`src/hsgts_pkg.sv`:
```
// Purpose: shared constants for the hot swap gate and timer sequencer
// Assumes: comparator results arrive as pins and are synchronised inside
// Notes: on filter count derived from a 250 MHz clock

package hsgts_pkg;
  // -------------------------------------------------------------------
  // clock and timing
  // -------------------------------------------------------------------
  localparam int unsigned CLK_MHZ = 250;
  localparam int unsigned ON_FILTER_US = 3;
  localparam int unsigned ON_FILTER_CYCLES = ON_FILTER_US * CLK_MHZ;
  localparam int unsigned ON_FILTER_W = 10;
  localparam logic [ON_FILTER_W-1:0] ON_FILTER_RESET = 10'h000;

  // -------------------------------------------------------------------
  // adc readback
  // -------------------------------------------------------------------
  localparam int unsigned ADC_W = 12;
  localparam int unsigned ADC_CONV_CYCLES = 64;
  localparam logic [6:0] ADC_CNT_RESET = 7'h00;
  localparam logic [ADC_W-1:0] ADC_RESULT_RESET = 12'h000;
  localparam logic MUX_SEL_CURRENT = 1'b0;
  localparam logic MUX_SEL_VOLTAGE = 1'b1;

  // -------------------------------------------------------------------
  // sequencer states
  // -------------------------------------------------------------------
  typedef enum logic [3:0] {
    HSGTS_RESET = 4'h0,
    HSGTS_INIT_UP = 4'h1,
    HSGTS_INIT_DOWN = 4'h2,
    HSGTS_WAIT_ON = 4'h3,
    HSGTS_CHARGE = 4'h4,
    HSGTS_FAULT_TIME = 4'h5,
    HSGTS_FULL_ON = 4'h6,
    HSGTS_LATCHED = 4'h7,
    HSGTS_COOLDOWN = 4'h8,
    HSGTS_OFF = 4'h9
  } hsgts_state_type;
endpackage : hsgts_pkg

```
`src/hsgts_sequencer.sv`:
```
// Purpose: gate and timer current-source sequencer of a hot swap controller
// Assumes: sys_rst_i is the undervoltage lockout and supply-wake reset
// Notes: comparator inputs are asynchronous and pass two flops first
//
// Function
// - gate pull-down forced before internal logic wakes, via reset state.
// - in reset enable strong gate pull-down and large timer sink.
// - gate held low during initial cycle; no charge until on high.
// - initial cycle starts with small timer pull-up until low threshold.
// - then large timer pull-down until low comparator trips; cycle ends.
// - after initial cycle start hot swap if on, else wait for on.
// - hot swap start enables only gate charge-pump pull-up.
// - current at fault-timing threshold enables fault timer pull-up.
// - current drops before timeout: large timer sink, gate fully on.
// - timer high trips with current above threshold: fault, gate sink.
// - gate sink stays after fault until retry; on low-high forces retry.
// - fast trip comparator enables gate pull-down sink immediately.
// - auto-retry: weak timer sink after fault, restart at low threshold.
// - adc mux selects current or voltage; conversions start on command.
// - results returned in two or three bytes after all conversions.
// - device is a serial-bus slave only, master limited to fast mode.
// - on low aborts with gate and timer pull-downs; rising edge starts.
// - on input glitch-filtered, shorter level changes ignored.
// - latch-off: stay off after fault until on cycles low then high.

`timescale 1ns/1ns

module hsgts_sequencer #(
  parameter logic AUTO_RETRY = 1'b1,
  parameter int unsigned ON_FILTER_CYCLES = hsgts_pkg::ON_FILTER_CYCLES,
  parameter int unsigned ADC_CONV_CYCLES = hsgts_pkg::ADC_CONV_CYCLES
) (
  input wire logic mclk_i,
  input wire logic sys_rst_i,
  input wire logic on_cmp_i,
  input wire logic timer_high_cmp_i,
  input wire logic timer_low_cmp_i,
  input wire logic fault_timing_cmp_i,
  input wire logic fast_trip_cmp_i,
  input wire logic conv_volt_req_i,
  input wire logic conv_curr_req_i,
  input wire logic [hsgts_pkg::ADC_W-1:0] adc_data_i,
  output logic gate_pullup_en_o,
  output logic gate_full_on_o,
  output logic gate_strong_pulldown_en_o,
  output logic gate_fault_pulldown_en_o,
  output logic timer_init_pullup_en_o,
  output logic timer_fault_pullup_en_o,
  output logic timer_large_pulldown_en_o,
  output logic timer_weak_pulldown_en_o,
  output logic fault_o,
  output logic adc_mux_sel_o,
  output logic adc_start_o,
  output logic [hsgts_pkg::ADC_W-1:0] volt_result_o,
  output logic [hsgts_pkg::ADC_W-1:0] curr_result_o,
  output logic results_ready_o,
  output logic [1:0] read_bytes_o
);
  // -------------------------------------------------------------------
  // input synchronisers
  // -------------------------------------------------------------------
  localparam int unsigned NCMP = 5;
  logic [NCMP-1:0] cmp_raw;
  logic [NCMP-1:0] cmp_meta;
  logic [NCMP-1:0] cmp_sync;

  assign cmp_raw = {on_cmp_i, timer_high_cmp_i, timer_low_cmp_i,
                    fault_timing_cmp_i, fast_trip_cmp_i};

  genvar gi;
  generate
    for (gi = 0; gi < NCMP; gi++) begin : g_sync
      // no reset here: a reset value below the idle level of a pin would
      // fake a comparator edge on release, e.g. timer low ending the ramp
      always_ff @(posedge mclk_i) begin
        cmp_meta[gi] <= cmp_raw[gi];
        cmp_sync[gi] <= cmp_meta[gi];
      end
    end
  endgenerate

  logic on_raw_s;
  logic timer_high;
  logic timer_low;
  logic over_fault;
  logic fast_trip;
  assign on_raw_s = cmp_sync[4];
  assign timer_high = cmp_sync[3];
  assign timer_low = cmp_sync[2];
  assign over_fault = cmp_sync[1];
  assign fast_trip = cmp_sync[0];

  // -------------------------------------------------------------------
  // on glitch filter
  // -------------------------------------------------------------------
  // a new level must hold for the whole interval before it is accepted
  logic on_filt;
  logic on_filt_d;
  logic [hsgts_pkg::ON_FILTER_W-1:0] on_cnt;

  always_ff @(posedge mclk_i) begin
    if (sys_rst_i) begin
      on_filt <= 1'b0;
      on_cnt <= hsgts_pkg::ON_FILTER_RESET;
    end else if (on_raw_s == on_filt) begin
      on_cnt <= hsgts_pkg::ON_FILTER_RESET;
    end else if (on_cnt >= hsgts_pkg::ON_FILTER_W'(ON_FILTER_CYCLES - 1)) begin
      on_filt <= on_raw_s;
      on_cnt <= hsgts_pkg::ON_FILTER_RESET;
    end else begin
      on_cnt <= on_cnt + 10'h001;
    end
  end

  always_ff @(posedge mclk_i) begin
    if (sys_rst_i) begin
      on_filt_d <= 1'b0;
    end else begin
      on_filt_d <= on_filt;
    end
  end

  logic on_rise;
  assign on_rise = on_filt && !on_filt_d;

  // -------------------------------------------------------------------
  // sequencer
  // -------------------------------------------------------------------
  hsgts_pkg::hsgts_state_type state;
  hsgts_pkg::hsgts_state_type next_state;
  logic init_done;

  // the initial cycle runs once per reset; on low never repeats it
  always_ff @(posedge mclk_i) begin
    if (sys_rst_i) begin
      init_done <= 1'b0;
    end else if (state == hsgts_pkg::HSGTS_INIT_DOWN && timer_low) begin
      init_done <= 1'b1;
    end
  end

  always_comb begin
    next_state = state;
    case (state)
      hsgts_pkg::HSGTS_RESET: begin
        next_state = hsgts_pkg::HSGTS_INIT_UP;
      end
      hsgts_pkg::HSGTS_INIT_UP: begin
        // timer ramps up until it passes the low threshold
        if (!timer_low) begin
          next_state = hsgts_pkg::HSGTS_INIT_DOWN;
        end
      end
      hsgts_pkg::HSGTS_INIT_DOWN: begin
        if (timer_low) begin
          next_state = on_filt ? hsgts_pkg::HSGTS_CHARGE
                               : hsgts_pkg::HSGTS_WAIT_ON;
        end
      end
      hsgts_pkg::HSGTS_WAIT_ON: begin
        if (on_filt) begin
          next_state = hsgts_pkg::HSGTS_CHARGE;
        end
      end
      hsgts_pkg::HSGTS_CHARGE: begin
        if (!on_filt) begin
          next_state = hsgts_pkg::HSGTS_OFF;
        end else if (over_fault) begin
          next_state = hsgts_pkg::HSGTS_FAULT_TIME;
        end
      end
      hsgts_pkg::HSGTS_FAULT_TIME: begin
        if (!on_filt) begin
          next_state = hsgts_pkg::HSGTS_OFF;
        end else if (!over_fault) begin
          next_state = hsgts_pkg::HSGTS_FULL_ON;
        end else if (timer_high) begin
          next_state = AUTO_RETRY ? hsgts_pkg::HSGTS_COOLDOWN
                                  : hsgts_pkg::HSGTS_LATCHED;
        end
      end
      hsgts_pkg::HSGTS_FULL_ON: begin
        if (!on_filt) begin
          next_state = hsgts_pkg::HSGTS_OFF;
        end else if (over_fault) begin
          next_state = hsgts_pkg::HSGTS_FAULT_TIME;
        end
      end
      hsgts_pkg::HSGTS_COOLDOWN: begin
        if (!on_filt) begin
          next_state = hsgts_pkg::HSGTS_OFF;
        end else if (timer_low) begin
          next_state = hsgts_pkg::HSGTS_CHARGE;
        end
      end
      hsgts_pkg::HSGTS_LATCHED: begin
        if (!on_filt) begin
          next_state = hsgts_pkg::HSGTS_OFF;
        end
      end
      hsgts_pkg::HSGTS_OFF: begin
        if (on_rise) begin
          next_state = init_done ? hsgts_pkg::HSGTS_CHARGE
                                 : hsgts_pkg::HSGTS_WAIT_ON;
        end
      end
      default: begin
        next_state = hsgts_pkg::HSGTS_RESET;
      end
    endcase
    // on high before the initial cycle ends only matters once it is done
    if (!init_done && (state == hsgts_pkg::HSGTS_WAIT_ON)) begin
      next_state = state;
    end
  end

  always_ff @(posedge mclk_i) begin
    if (sys_rst_i) begin
      state <= hsgts_pkg::HSGTS_RESET;
    end else begin
      state <= next_state;
    end
  end

  // -------------------------------------------------------------------
  // current source enables
  // -------------------------------------------------------------------
  // decoded from next_state so each enable is a flop yet tracks the state
  always_ff @(posedge mclk_i) begin
    if (sys_rst_i) begin
      gate_strong_pulldown_en_o <= 1'b1;
      timer_large_pulldown_en_o <= 1'b1;
      gate_pullup_en_o <= 1'b0;
      gate_full_on_o <= 1'b0;
      gate_fault_pulldown_en_o <= 1'b0;
      timer_init_pullup_en_o <= 1'b0;
      timer_fault_pullup_en_o <= 1'b0;
      timer_weak_pulldown_en_o <= 1'b0;
      fault_o <= 1'b0;
    end else begin
      gate_strong_pulldown_en_o <= (next_state == hsgts_pkg::HSGTS_RESET);
      gate_pullup_en_o <= !fast_trip &&
        (next_state == hsgts_pkg::HSGTS_CHARGE ||
         next_state == hsgts_pkg::HSGTS_FAULT_TIME ||
         next_state == hsgts_pkg::HSGTS_FULL_ON);
      gate_full_on_o <= !fast_trip && (next_state == hsgts_pkg::HSGTS_FULL_ON);
      // sink covers fault states, on-low abort, and any fast trip
      gate_fault_pulldown_en_o <= fast_trip ||
        next_state == hsgts_pkg::HSGTS_LATCHED ||
        next_state == hsgts_pkg::HSGTS_COOLDOWN ||
        next_state == hsgts_pkg::HSGTS_OFF ||
        next_state == hsgts_pkg::HSGTS_INIT_UP ||
        next_state == hsgts_pkg::HSGTS_INIT_DOWN ||
        next_state == hsgts_pkg::HSGTS_WAIT_ON;
      timer_init_pullup_en_o <= (next_state == hsgts_pkg::HSGTS_INIT_UP);
      timer_fault_pullup_en_o <= (next_state == hsgts_pkg::HSGTS_FAULT_TIME);
      // left off while charging: only the gate source runs then
      timer_large_pulldown_en_o <= next_state == hsgts_pkg::HSGTS_RESET ||
        next_state == hsgts_pkg::HSGTS_INIT_DOWN ||
        next_state == hsgts_pkg::HSGTS_FULL_ON ||
        next_state == hsgts_pkg::HSGTS_WAIT_ON ||
        next_state == hsgts_pkg::HSGTS_LATCHED ||
        next_state == hsgts_pkg::HSGTS_OFF;
      timer_weak_pulldown_en_o <= (next_state == hsgts_pkg::HSGTS_COOLDOWN);
      fault_o <= next_state == hsgts_pkg::HSGTS_LATCHED ||
        next_state == hsgts_pkg::HSGTS_COOLDOWN;
    end
  end

  // -------------------------------------------------------------------
  // readback
  // -------------------------------------------------------------------
  // the serial-bus slave itself sits outside; it hands over requests
  hsgts_adc_ctrl #(
    .CONV_CYCLES(ADC_CONV_CYCLES)
  ) u_adc (
    .mclk_i(mclk_i),
    .sys_rst_i(sys_rst_i),
    .conv_volt_req_i(conv_volt_req_i),
    .conv_curr_req_i(conv_curr_req_i),
    .adc_data_i(adc_data_i),
    .adc_mux_sel_o(adc_mux_sel_o),
    .adc_start_o(adc_start_o),
    .volt_result_o(volt_result_o),
    .curr_result_o(curr_result_o),
    .results_ready_o(results_ready_o),
    .read_bytes_o(read_bytes_o)
  );
endmodule : hsgts_sequencer

```
`src/hsgts_adc_ctrl.sv`:
```
// Purpose: adc mux and conversion sequencing for voltage and current readback
// Assumes: requests come from the serial-bus slave logic on the same clock
// Notes: conversion time is a plain parameter, the converter is external

`timescale 1ns/1ns

module hsgts_adc_ctrl #(
  parameter int unsigned CONV_CYCLES = hsgts_pkg::ADC_CONV_CYCLES
) (
  input wire logic mclk_i,
  input wire logic sys_rst_i,
  input wire logic conv_volt_req_i,
  input wire logic conv_curr_req_i,
  input wire logic [hsgts_pkg::ADC_W-1:0] adc_data_i,
  output logic adc_mux_sel_o,
  output logic adc_start_o,
  output logic [hsgts_pkg::ADC_W-1:0] volt_result_o,
  output logic [hsgts_pkg::ADC_W-1:0] curr_result_o,
  output logic results_ready_o,
  output logic [1:0] read_bytes_o
);
  logic pend_volt;
  logic pend_curr;
  logic busy;
  logic [6:0] cnt;
  logic two_chan;

  // -------------------------------------------------------------------
  // conversion control
  // -------------------------------------------------------------------
  // a new request during a conversion is queued, never lost
  always_ff @(posedge mclk_i) begin
    if (sys_rst_i) begin
      pend_volt <= 1'b0;
      pend_curr <= 1'b0;
      busy <= 1'b0;
      cnt <= hsgts_pkg::ADC_CNT_RESET;
      adc_mux_sel_o <= hsgts_pkg::MUX_SEL_CURRENT;
      adc_start_o <= 1'b0;
      volt_result_o <= hsgts_pkg::ADC_RESULT_RESET;
      curr_result_o <= hsgts_pkg::ADC_RESULT_RESET;
      results_ready_o <= 1'b0;
      read_bytes_o <= 2'h2;
      two_chan <= 1'b0;
    end else begin
      adc_start_o <= 1'b0;
      if (!busy) begin
        if (pend_curr || conv_curr_req_i) begin
          two_chan <= pend_volt || conv_volt_req_i;
          pend_volt <= pend_volt || conv_volt_req_i;
          pend_curr <= 1'b0;
          adc_mux_sel_o <= hsgts_pkg::MUX_SEL_CURRENT;
          adc_start_o <= 1'b1;
          busy <= 1'b1;
          results_ready_o <= 1'b0;
          cnt <= 7'(CONV_CYCLES - 1);
        end else if (pend_volt || conv_volt_req_i) begin
          pend_volt <= 1'b0;
          adc_mux_sel_o <= hsgts_pkg::MUX_SEL_VOLTAGE;
          adc_start_o <= 1'b1;
          busy <= 1'b1;
          if (!two_chan) begin
            results_ready_o <= 1'b0;
          end
          cnt <= 7'(CONV_CYCLES - 1);
        end
      end else begin
        pend_volt <= pend_volt || conv_volt_req_i;
        pend_curr <= pend_curr || conv_curr_req_i;
        if (cnt == hsgts_pkg::ADC_CNT_RESET) begin
          busy <= 1'b0;
          if (adc_mux_sel_o == hsgts_pkg::MUX_SEL_CURRENT) begin
            curr_result_o <= adc_data_i;
          end else begin
            volt_result_o <= adc_data_i;
          end
          // results stand only when every requested channel is done
          if (!pend_volt || adc_mux_sel_o == hsgts_pkg::MUX_SEL_VOLTAGE) begin
            results_ready_o <= !pend_curr && !conv_curr_req_i;
            read_bytes_o <= two_chan ? 2'h3 : 2'h2;
            two_chan <= 1'b0;
          end
        end else begin
          cnt <= cnt - 7'h01;
        end
      end
    end
  end
endmodule : hsgts_adc_ctrl

```
`config.mk`:
```
export PLATFORM = sky130hd
export DESIGN_NAME = hsgts_sequencer
export DESIGN_NICKNAME = d
export VERILOG_FILES = /design/src/hsgts_pkg.sv /design/src/hsgts_sequencer.sv /design/src/hsgts_adc_ctrl.sv
export SDC_FILE = /design/constraint.sdc
export NUM_CORES = 1
export LEC_CHECK = 0
export ABC_AREA = 1
export BUFFER_PORTS_ARGS = -buffer_cell sky130_fd_sc_hd__buf_2
export CORE_MARGIN = 1.5
export CORE_UTILIZATION = 50
export CTS_CLUSTER_DIAMETER = 100
export DETAILED_ROUTE_END_ITERATION = 12
export PLACE_DENSITY = 0.81
export SLEW_MARGIN = 20
export SYNTH_ARGS = -nofsm -noshare
export SYNTH_HDL_FRONTEND = slang
export SYNTH_HIERARCHICAL = 1
export SYNTH_SLANG_ARGS = --single-unit
export TNS_END_PERCENT = 1
```
`constraint.sdc`:
```
create_clock -name mclk_i -period 4.37 [get_ports mclk_i]
set_input_delay 0.437 -clock mclk_i [delete_from_list [all_inputs] [get_ports mclk_i]]
set_output_delay 0.437 -clock mclk_i [all_outputs]
set_load 0.01 [all_outputs]
```
==> results of run 1 <==
through the flow:
step | total power (W) | setup slack, ps | instance area (um2)
after floorplan | 0.00102 | 2950 | 3300
after global placement | 0.00109 | 2640 | 3600
after detailed placement | 0.00110 | 2580 | 3600
after CTS | 0.00174 | 2500 | 3840
after global routing | 0.00183 | 2320 | 3840
final | 0.00173 | 2500 | 3840
where the power goes:
part | internal [W] | switching (W) | leakage (nW)
Clock | 0.000396 | 0.000244 | 0.117
Combinational | 0.000112 | 0.000209 | 1.09
Sequential | 0.000731 | 0.0000385 | 0.614
state kept, by name, summed over array words and instances (netlist names), 4 cells and up:
name and flops:
u_adc/curr_result_o 12, u_adc/volt_result_o 12, on_cnt 10, u_adc/cnt 7, cmp_meta 5, state 4
final cells by class:
| class | instances | area [um2] | area share, % |
|---|---|---|---|
| clock buffers | 12 | 145 | 3.78 |
| flip-flops and latches | 75 | 1500 | 39.1 |
| well taps | 77 | 96.3 | 2.51 |
| clock inverters | 4 | 97.6 | 2.54 |
| inverters | 52 | 196 | 5.11 |
| repair buffers | 57 | 285 | 7.42 |
| multi-input cells | 304 | 1520 | 39.6 |
cells in the mapped netlist, types with 5 or more instances:
library cell / n / area share (%)
nand2_1: 90 / 10
dfxtp_1: 75 / 45
inv_2: 8 / 0.91
ha_1: 5 / 1.9
nor2_4: 7 / 2.4
o21ai_0: 21 / 3.2
nor2_2: 9 / 1.7
inv_1: 43 / 4.9
o21ai_1: 11 / 1.7
nand4_1: 5 / 0.95
nor2_1: 77 / 8.8
a21oi_1: 21 / 3.2
nand3_1: 29 / 4.4
placed cells by master, fill, tap and decap left out, types with 2 or more instances in the layout:
cell	Yosys	final
nand2_1	90	90
nor2_1	77	77
dfxtp_1	75	75
buf_2	3	57
inv_1	43	43
nand3_1	29	29
a21oi_1	21	21
o21ai_0	21	21
o21ai_1	11	11
clkbuf_8	0	10
nor2_2	9	9
inv_2	8	8
nor2_4	7	7
nand4_1	5	5
ha_1	5	5
nand3_2	4	4
nand2_2	4	4
o211ai_1	3	3
nor3_1	3	3
bufinv_16	0	3
nand3_4	2	2
xor2_1	2	2
clkbuf_1	2	2
worst paths after layout:
path | cells past startpoint | to | slack, ps | startpoint
worst max-delay path | 11 | gate_fault_pulldown_en_o$_SDFF_PP0_ | 2500 | on_filt$_SDFFE_PP0P_
worst min-delay path | 1 | cmp_meta[4]$_DFF_P_ | 190 | on_cmp_i
worst max register to register | 11 | gate_fault_pulldown_en_o$_SDFF_PP0_ | 2500 | on_filt$_SDFFE_PP0P_
worst min register to register | 0 | over_fault$_DFF_P_ | 330 | cmp_meta[1]$_DFF_P_
cells by family after synthesis:
| group | after synthesis | share of synthesized area [%] |
|---|---|---|
| compound gates | 58 | 9.14 |
| xor+xnor | 3 | 0.796 |
| fa+ha+maj | 5 | 1.90 |
| buf+inv | 63 | 8.45 |
| flops | 75 | 45.5 |
| other cells | 1 | 0.114 |
| simple gates | 237 | 34.1 |
per-layer routing:
metal / track usage (%) / part of all wire [%]
met3: 7.96 / 7.4
met1: 24.2 / 45
met4: 8.20 / 1.3
met5: 0 / 0
met2: 32.6 / 47
==> flow_summary.yaml, run 1 <==
sta:
  setup_tns_ps: 0
  rsz0062_at_grt: "false"
  post-route-period-util_pct: 42.7
  min_period_ps: 1870
  timing.hold.ws_ps: 185
  finalSetupViolCount: 0
  timing.max_slew.rel_slack_pct: 48.9
  hold_violations: 0
  skew_ps: 11.7
  drv_slew: 0
  fmax_mhz: 536
  worst_pin_slew_ps: 766
placement:
  placedCellCount: 565
  globalplace.congestion: 0.895
  hpwl_mm: 4.75
  io_buffers: 57
finish:
  nNetsFinal: 525
  syn2layout_area_growth_pct: 16.4
  num-fill-cells: 564
  diodes: 0
  stdcell_count: 581
  drive_above_1_share_pct: 22.0
  utilization_pct: 60.5
global_route:
  grt_use_total_pct: 20.2
  grt_pass1_wl_mm: 11.7
  antenna_found_initial: 0
  grt-ovfl-total: 0
  grt_max_degree: 32
  grt_pass1_vias: 2693
synthesis:
  yosysWarnings: 6
  synth-main-ff-cell: "dfxtp_1"
  synth_nets: 468
  seq_area_frac_synth_pct: 45.5
  synth_edf_count: 0
  synthCells: 442
  synth_cell_type_count: 35
  synthArstFlopShare_pct: 0
  synth_seq_cells: 75
  syn_area_um2: 3300
  syn_avg_cell_area_um2: 7.47
cts:
  post_cts_buffers: 0
  clk_latency_ps: 340
  cts_tree: "yes"
  htreeDepth: 3
  clockBufferDepth: 2
  clock_sinks: 75
  cts-root-buf: "clkbuf_8"
  cts_resized: 0
  clk_pin_slew_ps: 80
  cts_made_buffers: 9
  cts_hold_buf: 0
setup_path:
  path_class: "reg2reg"
  worst_path_dominant_cell_family: "simple AND/OR/NAND/NOR gates"
  start_kind: "flop"
  path_cells: "inv_1 > nand3_1 > inv_1 > nor2_2 > nand3_2 > nor2_4 > nand2_2 > nand2_1 > nor2_1 > nor2_1 > nand2_1"
  max_stage_delay_ps: 570
  endpoint_kind: "flop"
  critPathArrivalTime_ps: 2100
  cp_slowest_cell: "dfxtp_1"
  crit_buf_inv: 2
  critPathMaxFanout: 12
  worstPathRequired_ps: 4610
status:
  outcome: "completed"
power:
  p_leak_nw: 1.82
  peakVddDrop_v: 0.000376
  pwr_density_cell_nw_per_um2: 450
route:
  post-route-drc-count: 0
  ant_nets: 0
  first_pass_iters: 4
  drtIter0Drc: 95
  vias: 2898
  wl_per_cell_um: 11.7
  detail_route.vias_per_cell: 4.99
  routed_wl_mm: 6.78
floorplan:
  start_util_pct: 52.0
  die_w_um: 84.3
  rows: 29
  floorplan.io_pins: 59
  core_um2: 6350
  fp.dieH_um: 84.3
  dieArea_um2: 7100
worst_hold_path:
  hp-class: "in2reg"
job:
  maxCapViolations: 0
(Power assumes the default switching activity.)
==> run 2, diff against run 1 <==
PLACE_DENSITY = 0.84   (was 0.81)
clock period = 1.52 ns   (was 4.37 ns; I/O delays follow)
==> flow_summary.yaml, run 2 (synthesized netlist as in run 1, its figures left out) <==
status:
  outcome: "finished, violations left"
  failed_checks: "negative setup slack"
cts:
  cts_tree: "yes"
  cts-root-buf: "clkbuf_8"
  clock_sinks: 75
  clk_pin_slew_ps: 70
  clockBufferDepth: 2
  clk_latency_ps: 330
  htreeDepth: 3
  cts_made_buffers: 9
route:
  first_pass_iters: 4
  wl_per_cell_um: 11.8
  detail_route.vias_per_cell: 5.04
  drtIter0Drc: 152
  post-route-drc-count: 0
  vias: 3047
  routed_wl_mm: 7.13
  ant_nets: 0
power:
  total_power_w: 0.00476
  pwr_density_cell_nw_per_um2: 1160
  peakVddDrop_v: 0.000770
  p_leak_nw: 1.93
finish:
  utilization_pct: 64.6
  final_cell_area_um2: 4100
  reg_top3: "u_adc/curr_result_o: 12 flops, u_adc/volt_result_o: 12 flops, on_cnt: 10 flops"
  syn2layout_area_growth_pct: 24.2
  diodes: 0
  drive_above_1_share_pct: 28.3
  multi_input_area_um2: 1600
  nNetsFinal: 548
  seq_area_um2: 1520
  final_cell_mix: "nand2_1 (86), nor2_1 (71), dfxtp_1 (67)"
  mostFrequentLayoutCell: "nand2_1"
  num-fill-cells: 527
placement:
  globalplace.congestion: 1.00
  place_area_um2: 3740
  hpwl_mm: 5.21
  io_buffers: 57
setup_path:
  start_kind: "flop"
  worst_path_dominant_cell_family: "simple AND/OR/NAND/NOR gates"
  critPathMaxFanout: 8
  path_class: "reg2reg"
  worstPathRequired_ps: 1740
  cp_slowest_cell: "dfxtp_4"
  max_stage_delay_ps: 360
  path_cells: "buf_12 > nand2_4 > nand2_2 > nand2_2 > nor2_2 > nor2_2 > nand3_4 > nor2_8 > inv_2 > nand2_1 > nor2_1 > nor2_1 > nand2_1"
  crit_buf_inv: 2
  critPathArrivalTime_ps: 1830
  endpoint_kind: "flop"
floorplan:
  fp.dieH_um: 84.3
  start_util_pct: 52.0
  floorplan.io_pins: 59
  rows: 29
  die_w_um: 84.3
  dieArea_um2: 7100
  core_um2: 6350
global_route:
  grt_pass1_wl_mm: 12.3
  grt_max_degree: 29
  grt-ovfl-total: 0
  grt_use_total_pct: 21.1
  antenna_found_initial: 0
  grt_pass1_vias: 2927
sta:
  fin_ws_ps: -89.0
  fmax_mhz: 622
  skew_ps: 6.38
  post-route-period-util_pct: 106
  finalSetupViolCount: 5
  rsz0062_at_grt: "true"
  min_period_ps: 1610
  drv_slew: 0
  hold_violations: 0
worst_hold_path:
  hp-class: "in2reg"
job:
  maxCapViolations: 0
## run 2: cell types whose count changed in the layout (fill, tap and decap cells not counted), moves of 5 or more
cell / before / now
nor2_1: 77 / 71
dfxtp_1: 75 / 67
buf_4: 0 / 16
dlygate4sd3_1: 0 / 5
## run 2: cell type report
class / count / share of cell area [%]
clock inverters: 4 / 1.22
clock buffers: 12 / 3.54
repair buffers: 80 / 11.9
inverters: 52 / 4.88
well taps: 77 / 2.35
multi-input cells: 304 / 39.0
flip-flops and latches: 75 / 37.1
## run 2: final timing paths
path                                            from                                   end  slack, ps  cells past startpoint
worst max-delay path            on_filt$_SDFFE_PP0P_   gate_fault_pulldown_en_o$_SDFF_PP0_        -90                     13
worst min-delay path                  adc_data_i[11]  u_adc/volt_result_o[11]$_SDFFE_PP0P_         50                      3
worst max register to register  on_filt$_SDFFE_PP0P_   gate_fault_pulldown_en_o$_SDFF_PP0_        -90                     13
worst min register to register   cmp_meta[1]$_DFF_P_                    over_fault$_DFF_P_        330                      0
## run 2: stage by stage
step / setup TNS [ps] / hold slack (ps) / cells / setup WS [ps]
2_1_floorplan: 0 / 180 / 442 / 102
3_3_place_gp: -118 / 255 / 582 / -31.8
3_5_place_dp: -517 / 256 / 582 / -86.9
4_1_cts: -20.2 / 42.6 / 603 / -20.2
5_1_grt: -2590 / 60.1 / 604 / -194
6_report: -244 / 54.4 / 604 / -89.0
## run 2: routing by layer
metal | global-route usage (%) | part of all wire (%)
met1 | 24.0 | 42
met2 | 36.7 | 50
met3 | 4.92 | 6.1
met4 | 11.3 | 2.3
met5 | 0 | 0
## run 2: repair_timing
action / in CTS / in global routing
hold buffers: 5 / 0
endpoints found under the setup margin: 13 / 46
pin swaps: 0 / 7
gates resized for setup: 13 / 21
gates cloned: 0 / 0
setup buffers: 0 / 1
hold endpoints to repair: 5 / 0
## run 2: power breakdown
part / switching (W) / internal [W]
Combinational: 0.000644 / 0.000417
Sequential: 0.000108 / 0.00210
Clock: 0.000683 / 0.000802
## run 2: worst reg2reg max path, delay by kind of cell (launching register included)
family                 cells  cell delay, ps
DFF                        1             360
and+or+nand+nor           11             950
buffers and inverters      2             190
==> run 3, diff against run 2 <==
TNS_END_PERCENT = 30   (was 1)
==> flow_summary.yaml, run 3 (synthesized netlist as in run 1, its figures left out) <==
global_route:
  top_usage_layer: "met2"
  antenna_found_initial: 0
  grt-ovfl-total: 0
  met2_usage_pct: 36.7
  grt_util_met1_pct: 24.0
  grt_use_total_pct: 21.1
  grt_max_degree: 29
  grt_pass1_vias: 2927
  grt_pass1_wl_mm: 12.3
  met3_usage_pct: 4.92
setup_path:
  crit_buf_inv: 2
  path_class: "reg2reg"
  worst_path_dominant_cell_family: "simple AND/OR/NAND/NOR gates"
  start_kind: "flop"
  path_cells: "inv_2 > nand2_1 > nand2_1 > nand2_1 > nand2_1 > nand2_2 > nand3_4 > nor2_8 > inv_2 > nand2_1 > nor2_1 > nor2_1 > nand2_1"
  critPathMaxFanout: 6
  max_stage_delay_ps: 400
  cp_common_cell: "nand2_1"
  endpoint_kind: "flop"
  cp_slowest_cell: "dfxtp_4"
  critPathArrivalTime_ps: 1840
  worstPathRequired_ps: 1740
floorplan:
  dieArea_um2: 7100
  die_w_um: 84.3
  fp.dieH_um: 84.3
  rows: 29
  start_util_pct: 52.0
  core_um2: 6350
  floorplan.io_pins: 59
power:
  pwr_density_cell_nw_per_um2: 1150
  peakVddDrop_v: 0.000771
  p_leak_nw: 1.94
route:
  vias: 3057
  wl_per_cell_um: 11.9
  post-route-drc-count: 0
  ant_nets: 0
  routed_wl_mm: 7.20
  drtIter0Drc: 150
  detail_route.vias_per_cell: 5.05
  first_pass_iters: 4
sta:
  fin_ws_ps: -105
  drv_slew: 0
  skew_ps: 7.87
  fmax_mhz: 615
  rsz0062_at_grt: "true"
  finalSetupViolCount: 6
  hold_violations: 0
  post-route-period-util_pct: 107
  min_period_ps: 1630
finish:
  drive_above_1_share_pct: 30.3
  utilization_pct: 65.3
  nNetsFinal: 549
  diodes: 0
  final_cell_mix: "nand2_1 (86), nor2_1 (69), dfxtp_1 (68)"
  final_cell_area_um2: 4150
  stdcell_count: 605
  syn2layout_area_growth_pct: 25.6
  mostFrequentLayoutCell: "nand2_1"
  reg_top3: "u_adc/curr_result_o: 12 flops, u_adc/volt_result_o: 12 flops, on_cnt: 10 flops"
status:
  failed_checks: "negative setup slack"
  outcome: "finished, violations left"
cts:
  clockBufferDepth: 2
  clk_pin_slew_ps: 70
  htreeDepth: 3
  cts-root-buf: "clkbuf_8"
  cts_tree: "yes"
  clock_sinks: 75
  clk_latency_ps: 330
  cts_made_buffers: 9
placement:
  hpwl_mm: 5.21
  io_buffers: 57
  place_area_um2: 3740
  globalplace.congestion: 1.00
  placedCellCount: 582
  dp_slack_ps: -86.9
job:
  maxCapViolations: 0
worst_hold_path:
  hp-class: "in2reg"
[run 3: cell types whose count changed in the layout (fill, tap and decap cells not counted), sizes merged]
cell,before,now
buf,75,76
[run 3: what timing repair did]
action,CTS,global route
resized for setup,12,34
buffers inserted,0,1
gates cloned,0,1
endpoints found under the hold margin,5,0
hold buffers,5,0
setup endpoints to repair,13,47
pin swaps,0,11
[run 3: stage by stage]
step	hold slack (ps)	power [W]	setup TNS, ps
after floorplan	180	0.00294	0
after global placement	255	0.00320	-118
after detailed placement	256	0.00326	-517
after CTS	42.6	0.00476	-21.0
after global routing	60.1	0.00505	-2380
final	59.0	0.00477	-312
[run 3: power breakdown]
part,switching [W],internal [W],total [W]
Sequential,0.000108,0.00210,0.00221
Clock,0.000684,0.000802,0.00149
Combinational,0.000653,0.000418,0.00107
[run 3: per-layer routing]
layer	wire (um)	vias up	share of wire [%]
li1	-	1562	-
met1	3020	1376	42
met2	3590	104	50
met3	438	15	6.1
met4	152	0	2.1
met5	0	-	0
[run 3: area by class of cell]
| cell class | instances | area, um2 |
|---|---|---|
| Clock inverter | 4 | 50.0 |
| Tap cell | 77 | 96.3 |
| Multi-Input combinational cell | 304 | 1640 |
| Fill cell | 525 | 2200 |
| Inverter | 52 | 200 |
| Sequential cell | 75 | 1520 |
| Timing Repair Buffer | 81 | 492 |
| Clock buffer | 12 | 145 |
[run 3: worst paths after layout]
| kind | from | endpoint | slack (ps) | cells after the start |
|---|---|---|---|---|
| worst max-delay path | state[1]$_SDFF_PP0_ | gate_fault_pulldown_en_o$_SDFF_PP0_ | -110 | 13 |
| worst min-delay path | adc_data_i[11] | u_adc/volt_result_o[11]$_SDFFE_PP0P_ | 60 | 3 |
| worst max register to register | state[1]$_SDFF_PP0_ | gate_fault_pulldown_en_o$_SDFF_PP0_ | -110 | 13 |
| worst min register to register | cmp_meta[1]$_DFF_P_ | over_fault$_DFF_P_ | 330 | 0 |
[run 3: tightest hold or removal path: stages]
cell    delay, ps
buf_2          90
nor2_1         40
nor2_1         80
